File: config.mk
export PLATFORM = sky130hd
export DESIGN_NAME = pem_monitor
export DESIGN_NICKNAME = d
export VERILOG_FILES = /design/src/shared/pem_pkg.sv /design/src/rtl/pem_monitor.sv
export SDC_FILE = /design/constraint.sdc
export NUM_CORES = 1
export LEC_CHECK = 0
export ABC_AREA = 1
export BUFFER_PORTS_ARGS = -buffer_cell sky130_fd_sc_hd__buf_2
export CAP_MARGIN = 20
export CORE_MARGIN = 2
export CORE_UTILIZATION = 55
export CTS_BUF_LIST = sky130_fd_sc_hd__clkbuf_16
export DETAILED_ROUTE_END_ITERATION = 6
export PLACE_DENSITY = 0.78
export SLEW_MARGIN = 20
export SYNTH_ARGS = -nofsm -noshare
export SYNTH_HDL_FRONTEND = slang
export SYNTH_SLANG_ARGS = --single-unit
File: constraint.sdc
create_clock -name core_clk_in -period 2.4 [get_ports core_clk_in]
set_input_delay 0.48 -clock core_clk_in [delete_from_list [all_inputs] [get_ports core_clk_in]]
set_output_delay 0.48 -clock core_clk_in [all_outputs]
set_load 0.01 [all_outputs]
File: src/shared/pem_pkg.sv
// Constants for the program event monitor
// What this block does
// RL1: A recorded event interruption reports interruption code 80.
// RL2: Event code goes to bits 16-23 of storage word 94, one bit per event.
// RL3: Code bits: 0 branch, 1 fetch, 2 store, 3 register; bits 4-7 zero.
// RL4: Event address goes to bits 8-31 of word 98; execute address if executed.
// RL5: Select register bits 16-31 mask general registers 0 to 15 ascending.
// RL6: Area-start register bits 8-31 hold the first watched address.
// RL7: Area-end register bits 8-31 hold the last watched address.
// RL8: With control bit 0, a taken branch is a successful-branch event.
// RL9: The branch ending a load status word instruction is never an event.
// RL10: Branch event saves target as old status word address; event address is branch.
// RL11: Fetch check tests first byte of instruction and of execute target.
// RL12: Fetch event records fetched instruction address; old word gets next address.
// RL13: With control bit 2, stores into the area count; processor-own stores excluded.
// RL14: A store counts as alteration even if the value is unchanged.
// RL15: Store event address is referencing or execute instruction; next address saved.
// RL16: With control bit 3, a write to a masked general register counts.
// RL17: A register counts as altered even when its value stays the same.
// RL18: Multi-register writes report if any written register is masked.
// RL19: Register event address is referencing or execute instruction; next address saved.
// RL20: Area spans start to end, or wraps through top of storage when end below start.
// RL21: Interruption only with event mask bit set; masked events are discarded.
// RL22: Select bits 0-7 choose events; recording works only in extended mode.
// RL23: Address compares ignore bits 0-7; event code word bits 24-31 are zero.
package pem_pkg;
  // ----------------------------------------
  // Register map (byte addresses)
  // ----------------------------------------
  localparam logic [3:0] PEM_ADDR_SELECT  = 4'h0;
  localparam logic [3:0] PEM_ADDR_START   = 4'h4;
  localparam logic [3:0] PEM_ADDR_END     = 4'h8;
  localparam logic [3:0] PEM_ADDR_STATUS  = 4'hC;
  localparam logic [31:0] PEM_SELECT_RST  = 32'h0000_0000;
  localparam logic [31:0] PEM_START_RST   = 32'h0000_0000;
  localparam logic [31:0] PEM_END_RST     = 32'h0000_0000;
  // ----------------------------------------
  // Fields, big-endian bit numbering mapped to little-endian indices
  // ----------------------------------------
  localparam int PEM_EVENT_BITS   = 8;
  localparam int PEM_GR_COUNT     = 16;
  localparam int PEM_ADDR_W       = 24;
  localparam int PEM_SEL_CTL_MSB  = 31;
  localparam int PEM_SEL_MASK_MSB = 15;
  localparam int PEM_EV_BRANCH    = 0;
  localparam int PEM_EV_FETCH     = 1;
  localparam int PEM_EV_STORE     = 2;
  localparam int PEM_EV_GREG      = 3;
  localparam logic [7:0]  PEM_INT_CODE     = 8'h80;
  localparam logic [23:0] PEM_CODE_WORD_ADDR = 24'h000094;
  localparam logic [23:0] PEM_ADDR_WORD_ADDR = 24'h000098;
endpackage
File: src/rtl/pem_monitor.sv
// Program event monitor: event checks, storage posting and interruption request
//
// Chosen here: the Avalon-MM slave port and the register offsets.
`timescale 1ns/100ps
module pem_monitor
  import pem_pkg::*;
#(
  parameter int ADDR_W = PEM_ADDR_W
) (
  input  wire logic              core_clk_in,
  input  wire logic              rst_n_in,
  // Avalon-MM slave
  input  wire logic [3:0]        avs_address_in,
  input  wire logic              avs_read_in,
  input  wire logic              avs_write_in,
  input  wire logic [31:0]       avs_writedata_in,
  input  wire logic [3:0]        avs_byteenable_in,
  output logic [31:0]            avs_readdata_out,
  output logic                   avs_waitrequest_out,
  // Processor status
  input  wire logic              extended_control_mode_in,
  input  wire logic              event_mask_in,
  // Instruction end report, one-cycle strobe with its data
  input  wire logic              instr_done_in,
  input  wire logic [ADDR_W-1:0] instr_addr_in,
  input  wire logic [ADDR_W-1:0] next_addr_in,
  input  wire logic              exec_valid_in,
  input  wire logic [ADDR_W-1:0] exec_addr_in,
  input  wire logic              is_branch_in,
  input  wire logic              branch_taken_in,
  input  wire logic [ADDR_W-1:0] branch_target_in,
  input  wire logic              is_load_status_in,
  input  wire logic              store_valid_in,
  input  wire logic [ADDR_W-1:0] store_addr_in,
  input  wire logic              store_cpu_own_in,
  input  wire logic [15:0]       gr_write_in,
  // Interruption request and posting
  input  wire logic              post_ack_in,
  output logic                   int_req_out,
  output logic [7:0]             int_code_out,
  output logic [ADDR_W-1:0]      old_status_addr_out,
  output logic                   store_req_out,
  output logic [ADDR_W-1:0]      store_waddr_out,
  output logic [31:0]            store_wdata_out
);
  // ----------------------------------------
  // Registers
  // ----------------------------------------
  logic [31:0] event_select_and_register_mask;
  logic [31:0] watch_area_start;
  logic [31:0] watch_area_end;
  logic        acc_done;
  logic        sel_hit;
  logic [31:0] wmask;

  always_comb begin
    for (int i = 0; i < 4; i++) begin
      wmask[i*8 +: 8] = {8{avs_byteenable_in[i]}};
    end
  end

  // One wait cycle, then completion: waitrequest drops after the first edge.
  assign avs_waitrequest_out = (avs_read_in || avs_write_in) && !acc_done;

  always_ff @(posedge core_clk_in or negedge rst_n_in) begin
    if (!rst_n_in) begin
      acc_done <= 1'b0;
    end else begin
      acc_done <= (avs_read_in || avs_write_in) && !acc_done;
    end
  end

  assign sel_hit = avs_write_in && acc_done;

  always_ff @(posedge core_clk_in or negedge rst_n_in) begin
    if (!rst_n_in) begin
      event_select_and_register_mask <= PEM_SELECT_RST;
      watch_area_start               <= PEM_START_RST;
      watch_area_end                 <= PEM_END_RST;
    end else if (sel_hit) begin
      case (avs_address_in)
        PEM_ADDR_SELECT: event_select_and_register_mask <=
          (event_select_and_register_mask & ~wmask) | (avs_writedata_in & wmask);
        PEM_ADDR_START: watch_area_start <=
          (watch_area_start & ~wmask) | (avs_writedata_in & wmask);
        PEM_ADDR_END: watch_area_end <=
          (watch_area_end & ~wmask) | (avs_writedata_in & wmask);
        default: ;
      endcase
    end
  end

  // ----------------------------------------
  // Event decode
  // ----------------------------------------
  logic [7:0]        sel_bits;
  logic [15:0]       gr_mask;
  logic [ADDR_W-1:0] area_lo;
  logic [ADDR_W-1:0] area_hi;
  logic              ev_branch;
  logic              ev_fetch;
  logic              ev_store;
  logic              ev_greg;
  logic [7:0]        ev_code;
  logic [15:0]       gr_write_rev;

  function automatic logic in_area(input logic [ADDR_W-1:0] a,
                                   input logic [ADDR_W-1:0] lo,
                                   input logic [ADDR_W-1:0] hi);
    if (lo <= hi) begin
      in_area = (a >= lo) && (a <= hi); // [RL20]
    end else begin
      in_area = (a >= lo) || (a <= hi); // [RL20]
    end
  endfunction

  // Big-endian numbering: control bit 0 is word bit 31.
  always_comb begin
    for (int i = 0; i < PEM_EVENT_BITS; i++) begin
      sel_bits[i] = event_select_and_register_mask[PEM_SEL_CTL_MSB - i]; // [RL22]
    end
    for (int g = 0; g < PEM_GR_COUNT; g++) begin
      gr_mask[g]      = event_select_and_register_mask[PEM_SEL_MASK_MSB - g]; // [RL5]
      gr_write_rev[g] = gr_write_in[g];
    end
  end

  assign area_lo = watch_area_start[ADDR_W-1:0]; // [RL6] [RL23]
  assign area_hi = watch_area_end[ADDR_W-1:0];   // [RL7] [RL23]

  // A taken branch of a load status word is ordinary flow.
  assign ev_branch = sel_bits[PEM_EV_BRANCH] && is_branch_in && branch_taken_in
                     && !is_load_status_in; // [RL8] [RL9]
  assign ev_fetch  = sel_bits[PEM_EV_FETCH] &&
                     (in_area(instr_addr_in, area_lo, area_hi) ||
                      (exec_valid_in && in_area(exec_addr_in, area_lo, area_hi))); // [RL11]
  // Store flagged on intent, never on data compare.
  assign ev_store  = sel_bits[PEM_EV_STORE] && store_valid_in && !store_cpu_own_in
                     && in_area(store_addr_in, area_lo, area_hi); // [RL13] [RL14]
  // Any masked register among those written, value ignored.
  assign ev_greg   = sel_bits[PEM_EV_GREG] && |(gr_write_rev & gr_mask); // [RL16] [RL17] [RL18]

  always_comb begin
    ev_code = 8'h00; // [RL3]
    ev_code[7 - PEM_EV_BRANCH] = ev_branch;
    ev_code[7 - PEM_EV_FETCH]  = ev_fetch;
    ev_code[7 - PEM_EV_STORE]  = ev_store;
    ev_code[7 - PEM_EV_GREG]   = ev_greg;
  end

  // ----------------------------------------
  // Posting sequence
  // ----------------------------------------
  typedef enum {PEM_IDLE, PEM_CODE, PEM_ADDR, PEM_INT} pem_state_e;
  pem_state_e state;
  logic [7:0]        held_code;
  logic [ADDR_W-1:0] held_addr;
  logic              take;

  // Masked or non-extended events are dropped, not kept pending.
  assign take = instr_done_in && extended_control_mode_in && event_mask_in
                && (ev_code != 8'h00) && (state == PEM_IDLE); // [RL21] [RL22]

  always_ff @(posedge core_clk_in or negedge rst_n_in) begin
    if (!rst_n_in) begin
      state <= PEM_IDLE;
    end else begin
      case (state)
        PEM_IDLE: if (take) state <= PEM_CODE;
        PEM_CODE: if (post_ack_in) state <= PEM_ADDR;
        PEM_ADDR: if (post_ack_in) state <= PEM_INT;
        PEM_INT:  if (post_ack_in) state <= PEM_IDLE;
        default:  state <= PEM_IDLE;
      endcase
    end
  end

  always_ff @(posedge core_clk_in or negedge rst_n_in) begin
    if (!rst_n_in) begin
      held_code           <= 8'h00;
      held_addr           <= '0;
      old_status_addr_out <= '0;
    end else if (take) begin
      held_code <= ev_code;
      held_addr <= exec_valid_in ? exec_addr_in : instr_addr_in; // [RL4] [RL12] [RL15] [RL19]
      // Branch target wins over next address when the branch fired.
      old_status_addr_out <= ev_branch ? branch_target_in : next_addr_in; // [RL10] [RL12]
    end
  end

  always_ff @(posedge core_clk_in or negedge rst_n_in) begin
    if (!rst_n_in) begin
      store_req_out   <= 1'b0;
      store_waddr_out <= '0;
      store_wdata_out <= 32'h0000_0000;
      int_req_out     <= 1'b0;
      int_code_out    <= 8'h00;
    end else begin
      // Request stands until acknowledged; the partner may answer late
      store_req_out <= (state == PEM_IDLE && take) ||
                       (state == PEM_CODE) ||
                       (state == PEM_ADDR && !post_ack_in);
      int_req_out   <= (state == PEM_ADDR && post_ack_in) ||
                       (state == PEM_INT && !post_ack_in);
      int_code_out  <= PEM_INT_CODE; // [RL1]
      if (take) begin
        store_waddr_out <= PEM_CODE_WORD_ADDR;
        store_wdata_out <= {16'h0000, ev_code, 8'h00}; // [RL2] [RL23]
      end else if (state == PEM_CODE && post_ack_in) begin
        store_waddr_out <= PEM_ADDR_WORD_ADDR;
        store_wdata_out <= {{(32-ADDR_W){1'b0}}, held_addr}; // [RL4]
      end
    end
  end

  // ----------------------------------------
  // Read data
  // ----------------------------------------
  always_ff @(posedge core_clk_in or negedge rst_n_in) begin
    if (!rst_n_in) begin
      avs_readdata_out <= 32'h0000_0000;
    end else if (avs_read_in && !acc_done) begin
      case (avs_address_in)
        PEM_ADDR_SELECT: avs_readdata_out <= event_select_and_register_mask;
        PEM_ADDR_START:  avs_readdata_out <= watch_area_start;
        PEM_ADDR_END:    avs_readdata_out <= watch_area_end;
        PEM_ADDR_STATUS: avs_readdata_out <= {22'h000000, state == PEM_IDLE,
                                              int_req_out, held_code};
        default:         avs_readdata_out <= 32'h0000_0000;
      endcase
    end
  end
endmodule

==> Word-level counts from Yosys, hierarchy flattened <==
Cells that the tools add are included.
{ "word_totals": {"reg_bits": 272, "in_bits": 190, "output_inout_bits": 123, "elab_cells": 104} }
{ "op_classes": {"order_cmp": 7, "n_eq_ne": 13, "muxes": 15, "bitwise": 9, "reduce_logical": 46} }
{ "ops": {"columns": ["op", "count"], "rows": [
  ["$pmux W32 S4", 2],
  ["$mux W32", 6],
  ["$and A32 B32 Y32", 4],
  ["$eq A32 B2 Y1 const B", 3],
  ["$le A24 B24 Y1", 4],
  ["$mux W24", 4],
  ["$or A32 B32 Y32", 3],
  ["$ge A24 B24 Y1", 3],
  ["$eq A32 B3 Y1 const B", 2],
  ["$logic_not A32 Y1", 2],
  ["$eq A32 B1 Y1 const B", 1],
  ["$not A32 Y32", 1],
  ["$logic_and A1 B1 Y1", 24],
  ["$and A16 B16 Y16", 1],
  ["$reduce_or A16 Y1", 1],
  ["$eq A4 B4 Y1 const B", 2],
  ["$logic_or A1 B1 Y1", 8],
  ["$ne A2 B2 Y1 const B", 4],
  ["$reduce_bool A8 Y1", 1],
  ["$reduce_and A2 Y1", 3],
  ["$eq A4 B3 Y1 const B", 1],
  ["$logic_not A1 Y1", 4],
  ["$logic_not A4 Y1", 1],
  ["$reduce_and A4 Y1", 1],
  ["2 further kinds", 4]
]} }

==> Longest topological paths before layout <==
Gate-level depths: netlist of the first run.
{ "logic_depth": {"word_depth": 12, "mapped_depth": 23, "mapped_depth_nobuf": 22} }

==> Worst setup path before layout of the first run <==
OpenSTA, ideal clock, no wires.
{ "synth_timing": {"kind": "in2reg", "from": "input port instr_addr_in[23]", "to": "register store_wdata_out[12]", "setup_time_ns": 0.125, "arrival_time_ns": 2.139, "t_required_ns": 2.275, "path_slack_ns": 0.136, "stages": 18, "path_buffers": 2, "path_cell_list": "ha_1 nand2_2 nor2_4 nand2_2 nor3b_2 nand4_1 nand2_1 nand2_1 nand2_1 nand2_1 nand2_1 nand2_2 nand2_2 nand3_2 buf_6 buf_6 nand3_1 nand3_1"} }
{ "synth_between": {"elab_chain_cells": 9, "elab_cells_between_ends": 12, "classes_between": "order compare (2); mux (2); reduce/logical (8)"} }
{ "synth_lines": {"columns": ["item", "line_no", "rtl"], "rows": [
  ["start, declared", "pem_monitor.sv:25", "input wire logic [ADDR_W-1:0] instr_addr_in,"],
  ["$ge A24 B24 Y1 or $le A24 B24 Y1 (tied branches)", "pem_monitor.sv:111, pem_monitor.sv:113", null],
  ["$logic_or A1 B1 Y1 or $logic_and A1 B1 Y1 (tied branches)", "pem_monitor.sv:113, pem_monitor.sv:111", null],
  ["$mux W1 (*)", "pem_monitor.sv:110", "if (lo <= hi) begin"],
  ["$logic_or A1 B1 Y1 (*)", "pem_monitor.sv:135", "(in_area(instr_addr_in, area_lo, area_hi) ||"],
  ["$logic_and A1 B1 Y1 (*)", "pem_monitor.sv:134", "assign ev_fetch = sel_bits[PEM_EV_FETCH] &&"],
  ["$reduce_bool A8 Y1 (*)", "pem_monitor.sv:162", "&& (ev_code != 8'h00) && (state == PEM_IDLE);"],
  ["$logic_and A1 B1 Y1 (*) (2 in series)", "pem_monitor.sv:162", null],
  ["$mux W32 or $reduce_bool A2 Y1 (tied branches)", null, null],
  ["end signal, assigned", "pem_monitor.sv:208", "store_wdata_out <= {16'h0000, ev_code, 8'h00};"],
  ["end signal, assigned", "pem_monitor.sv:211", "store_wdata_out <= {{(32-ADDR_W){1'b0}}, held_addr};"],
  ["end, declared", "pem_monitor.sv:44", "output logic [31:0] store_wdata_out"]
]} }
Mark *: on every way between the ends. The rest lies on a longest branch, timed or not.
A chain may end at the register's enable or synchronous reset.

==> key figures, run 1 <==
Setup path
  • CP endpoint kind: register
  • Top cell family by delay on the critical path: simple AND/OR/NAND/NOR gates
  • Worst EP arrival: ~3.2 ns
  • Crit-path cells: inv_2 > buf_12 > ha_4 > nand2_1 > nor2_2 > nand2_4 > nor3b_4 > nand4_1 > nand2_1 > nand2_1 > nand2_1 > nand2_1 > nand2_2 > nand2_2 > nand2_4 > nand2_4 > nor2_4 > buf_12 > clkbuf_16 > nand2_1 > nand2_1
  • Crit Path Class: reg2reg
  • Critical path startpoint category: register
  • CP peak stage delay: 0.39 ns
  • Max FO, Critical Path: 9
  • CP max stage cell: dfrtp_1
  • Number of buffers and inverters on the critical path: 4
  • Most used cell, CP: nand2_1
  • Worst EP required: roughly 2.9 ns

Synthesis
  • Synth unique cells: 39
  • Cells after Synth: 1679
  • Sequential area share after synthesis: 0.3894
  • Avg Synthesized Cell Area: around 8.2 µm²
  • Yosys reg bits: between 200 and 250
  • Ys Warns: 0
  • Post-Syn Area: between 10000 and 15000 µm²

Final layout
  • Fill cells: 1860
  • Area grow syn2layout: 29.65%
  • Final Non-Filler Cells: 2413
  • Nets: between 2k and 2.5k
  • Share of layout cells above drive strength 1: 0.3135

Placed design
  • Placed cells: 2335
  • GPL Wtd Cong: 0.9476
  • Count of buffers from port buffering: roughly 280
  • Post-DP HPWL: roughly 31 mm

STA
  • RSZ-0062 raised after global routing: yes
  • Max Clock Freq: roughly 360 MHz
  • Slew Limit Fails: 0
  • Worst-Margin Slew: ~0.95 ns
  • Fin worst setup slack: -0.3401 ns
  • Min cycle time layout: 2.740 ns
  • Period utilization: 1.142
  • Fin. Hold Viols: 0
  • Final setup violation count: 82
  • Final Skew: 0.01662 ns
  • Slew headroom: 0.3631

Global routing
  • Vias in the first global route: 12.62k
  • First-pass GRT wire length: approximately 65 mm
  • Met1 Usage GRT: 0.4168
  • All-Layer GR Usage: 0.3092
  • Antenna violations before repair: 2
  • Busiest metal layer after global routing: met2
  • GRT overflow: 0
  • GR Util met2: 0.5262
  • Met3 global-route usage: 0.04035
  • Largest net degree at the start of global routing: 71

Floorplanning
  • Initial core utilization: 0.5612
  • Die Ht: between 150 and 200 µm
  • Std-Cell Rows: 57
  • Ports: roughly 310
  • Core Footprint: approximately 24000 µm²
  • Die Wd: 161.8 µm
  • Total die area: between 20000 and 30000 µm²

Routing
  • Antenna-violating nets left: 0
  • Routed len/inst: approximately 17 µm
  • Drt first pass iters: 6
  • Starting DRT DRC Count: between 1k and 1.5k
  • Final WL: 41.92 mm
  • DR DRC count: 0
  • Mean number of vias per cell: ~5.4
  • Vias: between 10k and 15k

Clock network
  • CTS tree: done
  • Clock buffer depth: 3
  • Later-pin clock latency in the skew report: approximately 0.54 ns
  • CTS Buf Count: 23
  • H-tree lvl count: 1
  • Clk pin slew, worst setup/hold paths: about 0.07 ns
  • CTS root buf: clkbuf_16
  • # clock sinks: around 210

Worst hold path
  • Worst min path class: in2reg

Power
  • Power consumption: approximately 13000 µW
  • Static leakage: 0.009655 µW
  • Peak VDD IR: 0.0005477 V
  • Power density over the cells: 730.9 nW/µm²

Run
  • Max-Cap Viols: 0

Status
  • Outcome: finished, violations left
  • Violated checks: negative setup slack
## cells in the mapped netlist
cell	instances	area share
nand3_2	11	0.0080
buf_6	3	0.0025
ha_1	172	0.16
inv_2	4	0.0011
nand4_1	17	0.0078
nand3b_1	2	0.0011
buf_8	1	0.0011
nor2_1	63	0.017
nand3_1	47	0.017
o21ai_0	102	0.037
nor2_4	2	0.0016
o21ai_1	30	0.011
o31ai_1	2	0.0011
a21o_1	10	0.0055
buf_2	3	0.0011
nor3_2	2	0.0015
nor4_1	1	0.00046
nor3_1	3	0.0011
inv_1	142	0.039
nor3b_2	1	0.00091
or2_1	1	0.00046
dfrtp_1	213	0.39
nand2_1	590	0.16
a31oi_1	1	0.00046
conb_1	2	0.00055
and2_1	1	0.00046
and3_1	2	0.00091
mux2_2	54	0.044
o2111ai_1	6	0.0038
a211oi_1	3	0.0016
a22o_1	5	0.0032
clkbuf_1	31	0.0085
nand2_2	5	0.0023
o21bai_1	5	0.0027
a21oi_1	71	0.026
buf_4	44	0.024
o21a_1	7	0.0038
buf_1	3	0.00082
o221ai_1	17	0.011
## timing repair
action / in CTS / in global routing
endpoints found under the hold margin: 1 / 0
setup buffers: 12 / 14
gates cloned: 3 / 4
resized for setup: 69 / 86
endpoints found under the setup margin: 82 / 82
hold buffers: 1 / 0
pin swaps: 6 / 34
## path summary, 6_finish.rpt
| check | startpoint | endpoint | slack [ns] | cells after the start |
|---|---|---|---|---|
| max in group asynchronous | rst_n_in | avs_readdata_out[2] | 1.20 | 3 |
| min | avs_write_in | acc_done | 0.22 | 3 |
| min in group asynchronous | rst_n_in | store_wdata_out[19] | 0.54 | 2 |
| min reg2reg | held_addr[23] | held_addr[23] | 0.47 | 2 |
| max | register | held_addr[4] | -0.34 | 21 |
| max reg2reg | register | held_addr[4] | -0.34 | 21 |
## layer usage
layer	wire length (µm)	up-vias
li1	-	6278
met1	17920	6104
met2	20050	556
met3	2857	84
met4	1093	0
met5	0	-
## report_power, final
group,internal [µW],total (µW),switching (µW),leakage (µW)
Combinational,1990,4610,2620,0.00640
Sequential,4360,4870,512,0.00287
Clock,1970,3490,1520,0.000377
Total,8330,13000,4640,0.00966
## area by class of cell
class,count,area [µm²],area share
Multi-Input combinational cell,1270,7988,0.4501
Sequential cell,213,5331,0.3004
Timing Repair Buffer,416,2735,0.1541
Clock buffer,23,575.6,0.03243
Inverter,146,550.5,0.03102
Tap cell,324,405.4,0.02284
Clock inverter,18,153.9,0.008672
Antenna cell,3,7.507,0.0004230
## layout by cell type (no fill, tap or decap), types with 24 or more instances in the layout
cell,Yosys,layout
inv_2,4,31
buf_2,3,278
o21ai_1,30,29
inv_1,142,120
nand2_2,5,33
dfrtp_1,213,212
ha_1,172,155
mux2_2,54,54
buf_4,44,109
conb_1,2,36
nor2_1,63,50
nand2_1,590,546
clkbuf_16,0,26
o21ai_0,102,101
nand3_2,11,24
nand3_1,47,34
a21oi_1,71,65
## through the flow
step	utilization	TNS, ns	instance area, µm²	setup WS [ns]	hold slack [ns]
finish	0.7276	-23.03	17750	-0.3401	0.2181
global route	0.7275	-35.68	17740	-0.4899	0.2396
CTS	0.7054	-15.52	17210	-0.2454	0.2056
detailed placement	0.6599	-27.77	16100	-0.3871	0.4615
global placement	0.6599	-25.12	16100	-0.3323	0.4566
floorplan	-	0	13820	0.1362	0.1844
## logic make-up (layout without fill, tap and decap cells)
group,after synthesis,in the layout,share of synthesized area
adder cells (fa/ha/maj),172,172,0.1572
multiplexers,54,54,0.04442
AO/OA/AOI/OAI,259,259,0.1074
buffers and inverters,231,603,0.07815
other,2,39,0.0005487
flip-flops,213,213,0.3894
AND/OR/NAND/NOR,748,749,0.2229
## worst reg2reg max path, delay by kind of cell (launching register included)
family	cells	cell delay, ns
fa+ha+maj	1	0.25
buf+inv	4	0.53
flops	1	0.39
simple gates	16	1.49
No activity file was read; power rests on OpenSTA's default activity.
==> run 2, diff against run 1 <==
--- a/config.mk
+++ b/config.mk
@@ -5,12 +5,12 @@
 export SDC_FILE = /design/constraint.sdc
 export NUM_CORES = 1
 export LEC_CHECK = 0
-export ABC_AREA = 1
 export BUFFER_PORTS_ARGS = -buffer_cell sky130_fd_sc_hd__buf_2
 export CAP_MARGIN = 20
 export CORE_MARGIN = 2
 export CORE_UTILIZATION = 55
 export CTS_BUF_LIST = sky130_fd_sc_hd__clkbuf_16
+export CTS_CLUSTER_SIZE = 30
 export DETAILED_ROUTE_END_ITERATION = 6
 export PLACE_DENSITY = 0.78
 export SLEW_MARGIN = 20
==> constraint.sdc (replaced) <==
create_clock -name core_clk_in -period 2.4 [get_ports core_clk_in]
set_input_delay 0.12 -clock core_clk_in [delete_from_list [all_inputs] [get_ports core_clk_in]]
set_output_delay 0.12 -clock core_clk_in [all_outputs]
set_load 0.01 [all_outputs]
==> key figures, run 2 <==
Status
  • Outcome: finished, violations left
  • Violated checks: design-rule violations, negative setup slack

Setup path
  • Worst EP arrival: around 3.7 ns
  • Crit-path cells: inv_2 > buf_6 > ha_4 > or4_4 > a21oi_2 > o21ai_2 > a41oi_2 > o31ai_4 > maj3_2 > a21oi_4 > a21oi_4 > buf_12 > clkbuf_16 > mux2_4
  • Most used cell, CP: a21oi_4
  • CP peak stage delay: 0.50 ns
  • CP max stage cell: or4_4
  • Critical path startpoint category: register
  • Crit Path Class: reg2reg
  • CP endpoint kind: register
  • Worst EP required: between 2 and 3 ns
  • Max FO, Critical Path: 8

Clock network
  • Clk pin slew, worst setup/hold paths: approximately 0.06 ns
  • Clock buffer depth: 3
  • CTS tree: done
  • # clock sinks: roughly 210
  • H-tree lvl count: 1
  • CTS Buf Count: 24
  • Later-pin clock latency in the skew report: between 0.5 and 0.6 ns
  • CTS root buf: clkbuf_16

Power
  • Static leakage: between 0.009 and 0.01 µW
  • Switching pwr: roughly 5200 µW
  • Power density over the cells: ~800 nW/µm²
  • Comb pwr share: 0.415
  • Power consumption: 14780 µW
  • Peak VDD IR: 0.0005767 V
  • Cell Int Power: roughly 9600 µW
  • Clock share of power: 0.231
  • Switching share of power: 0.3521
  • Sequential share of power: 0.354

Synthesis
  • Yosys reg bits: 213
  • Post-Syn Area: 13240 µm²
  • Synth unique cells: 56
  • Yosys top cell area share: 0.4025
  • Post-synth EDFFs: 0
  • Post-synth ARST share: 1.000
  • Sequential area share after synthesis: 0.4025
  • Post-synth top flop: dfrtp_1
  • Top post-synthesis cells by count: dfrtp_1, ha_1, nand2_1
  • Most frequent cell after synthesis: dfrtp_1
  • Ys Warns: 0
  • Cells after Synth: between 1k and 1.5k
  • Avg Synthesized Cell Area: ~10 µm²
  • Synth top area cells: dfrtp_1, ha_1, mux2_2
  • Dominant cell type by area after synthesis: dfrtp_1

Final layout
  • Area grow syn2layout: 37.50%
  • Nets: about 2.1k
  • Commonest non-fill, non-tap cell in the layout: buf_2
  • Share of layout cells above drive strength 1: 0.4036
  • Fill cells: between 1.5k and 2k
  • Area occupied by multi-input gates: ~7800 µm²
  • FF+latch area: 5331 µm²
  • Final Non-Filler Cells: approximately 2.1k
  • Commonest cells after routing, fill and taps aside: buf_2, dfrtp_1, ha_1

Floorplanning
  • Ports: ~310
  • Core Footprint: approximately 24000 µm²
  • Die Wd: between 150 and 200 µm
  • Die Ht: about 160 µm
  • Initial core utilization: 0.5626
  • Total die area: 25340 µm²
  • Std-Cell Rows: between 50 and 60

Routing
  • Starting DRT DRC Count: between 1k and 1.5k
  • DR DRC count: 3
  • Routed len/inst: 21.03 µm
  • Vias: between 10k and 15k
  • Mean number of vias per cell: roughly 5.9
  • Drt first pass iters: 7
  • Final WL: between 40 and 50 mm
  • Antenna-violating nets left: 0

STA
  • RSZ-0062 raised after global routing: yes
  • Worst-Margin Slew: between 0.9 and 1 ns
  • Slew Limit Fails: 0
  • Period utilization: 1.370
  • Fin worst setup slack: -0.8891 ns
  • Min cycle time layout: between 3 and 4 ns
  • Max Clock Freq: 304.0 MHz
  • Fin. Hold Viols: 0
  • Final setup violation count: 82
  • Final Skew: 0.02281 ns
  • Slew headroom: 0.3404

Worst hold path
  • Worst min path class: in2reg

Global routing
  • Antenna violations before repair: 3
  • All-Layer GR Usage: 0.3370
  • GRT overflow: 0
  • Largest net degree at the start of global routing: between 50 and 60
  • Vias in the first global route: approximately 13k
  • First-pass GRT wire length: slightly below 70 mm

Run
  • Max-Cap Viols: 0

Placed design
  • GPL Wtd Cong: 0.9796
  • Placed cells: slightly below 2k
  • Count of buffers from port buffering: approximately 280
  • Post-DP HPWL: 31.33 mm
run 2: changes by cell type after synthesis, moves of 20 or more:
cell	delta
a222oi_1	+26
inv_1	-80
mux2_2	+43
mux2_4	+48
nand2_1	-439
nand3_1	-29
nor2_1	-31
o21ai_0	+20
o21ai_1	-29
run 2: worst paths after layout:
path,from,to,slack [ns],depth (start not counted)
max,register,old_status_addr_out[0],-0.89,14
min,instr_addr_in[7],held_addr[7],0.02,3
max reg2reg,register,old_status_addr_out[0],-0.89,14
min reg2reg,avs_readdata_out[16],avs_readdata_out[16],0.47,2
max in group asynchronous,rst_n_in,avs_readdata_out[25],1.56,3
min in group asynchronous,rst_n_in,async pin,0.09,2
run 2: final cells by class:
type                       count  share of cell area
antenna                        3           0.0004123
clock buffer                  24             0.03298
clock inverter                16            0.006184
inverter                      62             0.01278
multi-input combinational    943              0.4257
sequential                   213              0.2928
tap                          319             0.02192
timing repair buffer         531              0.2072
run 2: critical path: cells and delay by family, from the launching register on:
family	cells	cell delay, ns
AOI/OAI and AO/OA	6	0.92
buffers and inverters	4	0.53
DFF	1	0.39
adders and majority gates	2	0.52
muxes	1	0.31
and+or+nand+nor	1	0.50
run 2: layer usage:
layer | vias up | wire (µm) | track usage
li1 | 5609 | - | -
met1 | 5942 | 18110 | 0.4460
met2 | 664 | 21020 | 0.5607
met3 | 140 | 3372 | 0.04793
met4 | 0 | 1901 | 0.1355
met5 | - | 0 | 0
run 2: what timing repair did:
item / 4_1_cts / 5_1_grt
gates cloned: 4 / 2
setup endpoints to repair: 82 / 82
pin swaps: 9 / 16
endpoints found under the hold margin: 337 / 0
buffers inserted: 10 / 8
hold buffers: 85 / 0
gates resized for setup: 64 / 46
run 2: through the flow:
step	instance area [µm²]	hold slack [ns]	util	TNS [ns]	worst slack (ns)
floorplan	13470	-0.1756	-	-24.55	-0.3586
global placement	15940	0.05337	0.6771	-69.76	-0.9440
detailed placement	15940	0.05503	0.6771	-69.59	-0.9376
CTS	17910	0.007380	0.7608	-56.87	-0.7784
global route	18210	0.03217	0.7735	-69.99	-0.9552
finish	18210	0.01718	0.7735	-63.71	-0.8891
run 2: cells by family after synthesis:
| group | Yosys count | share of synthesized area |
|---|---|---|
| flops | 213 | 0.4025 |
| simple gates | 271 | 0.09155 |
| fa+ha+maj | 173 | 0.1633 |
| mux | 149 | 0.1399 |
| other cells | 2 | 0.0005671 |
| buf+inv | 140 | 0.05357 |
| compound gates | 314 | 0.1486 |
run 2: power groups by stage:
stage               Clock (µW)  Sequential [µW]  Combinational, µW
finish                    3410             5230               6140
CTS                       3420             5190               5750
global route              3580             5340               6680
global placement             0             5190               5170
detailed placement           0             5190               5360
floorplan                    0             5300               3030
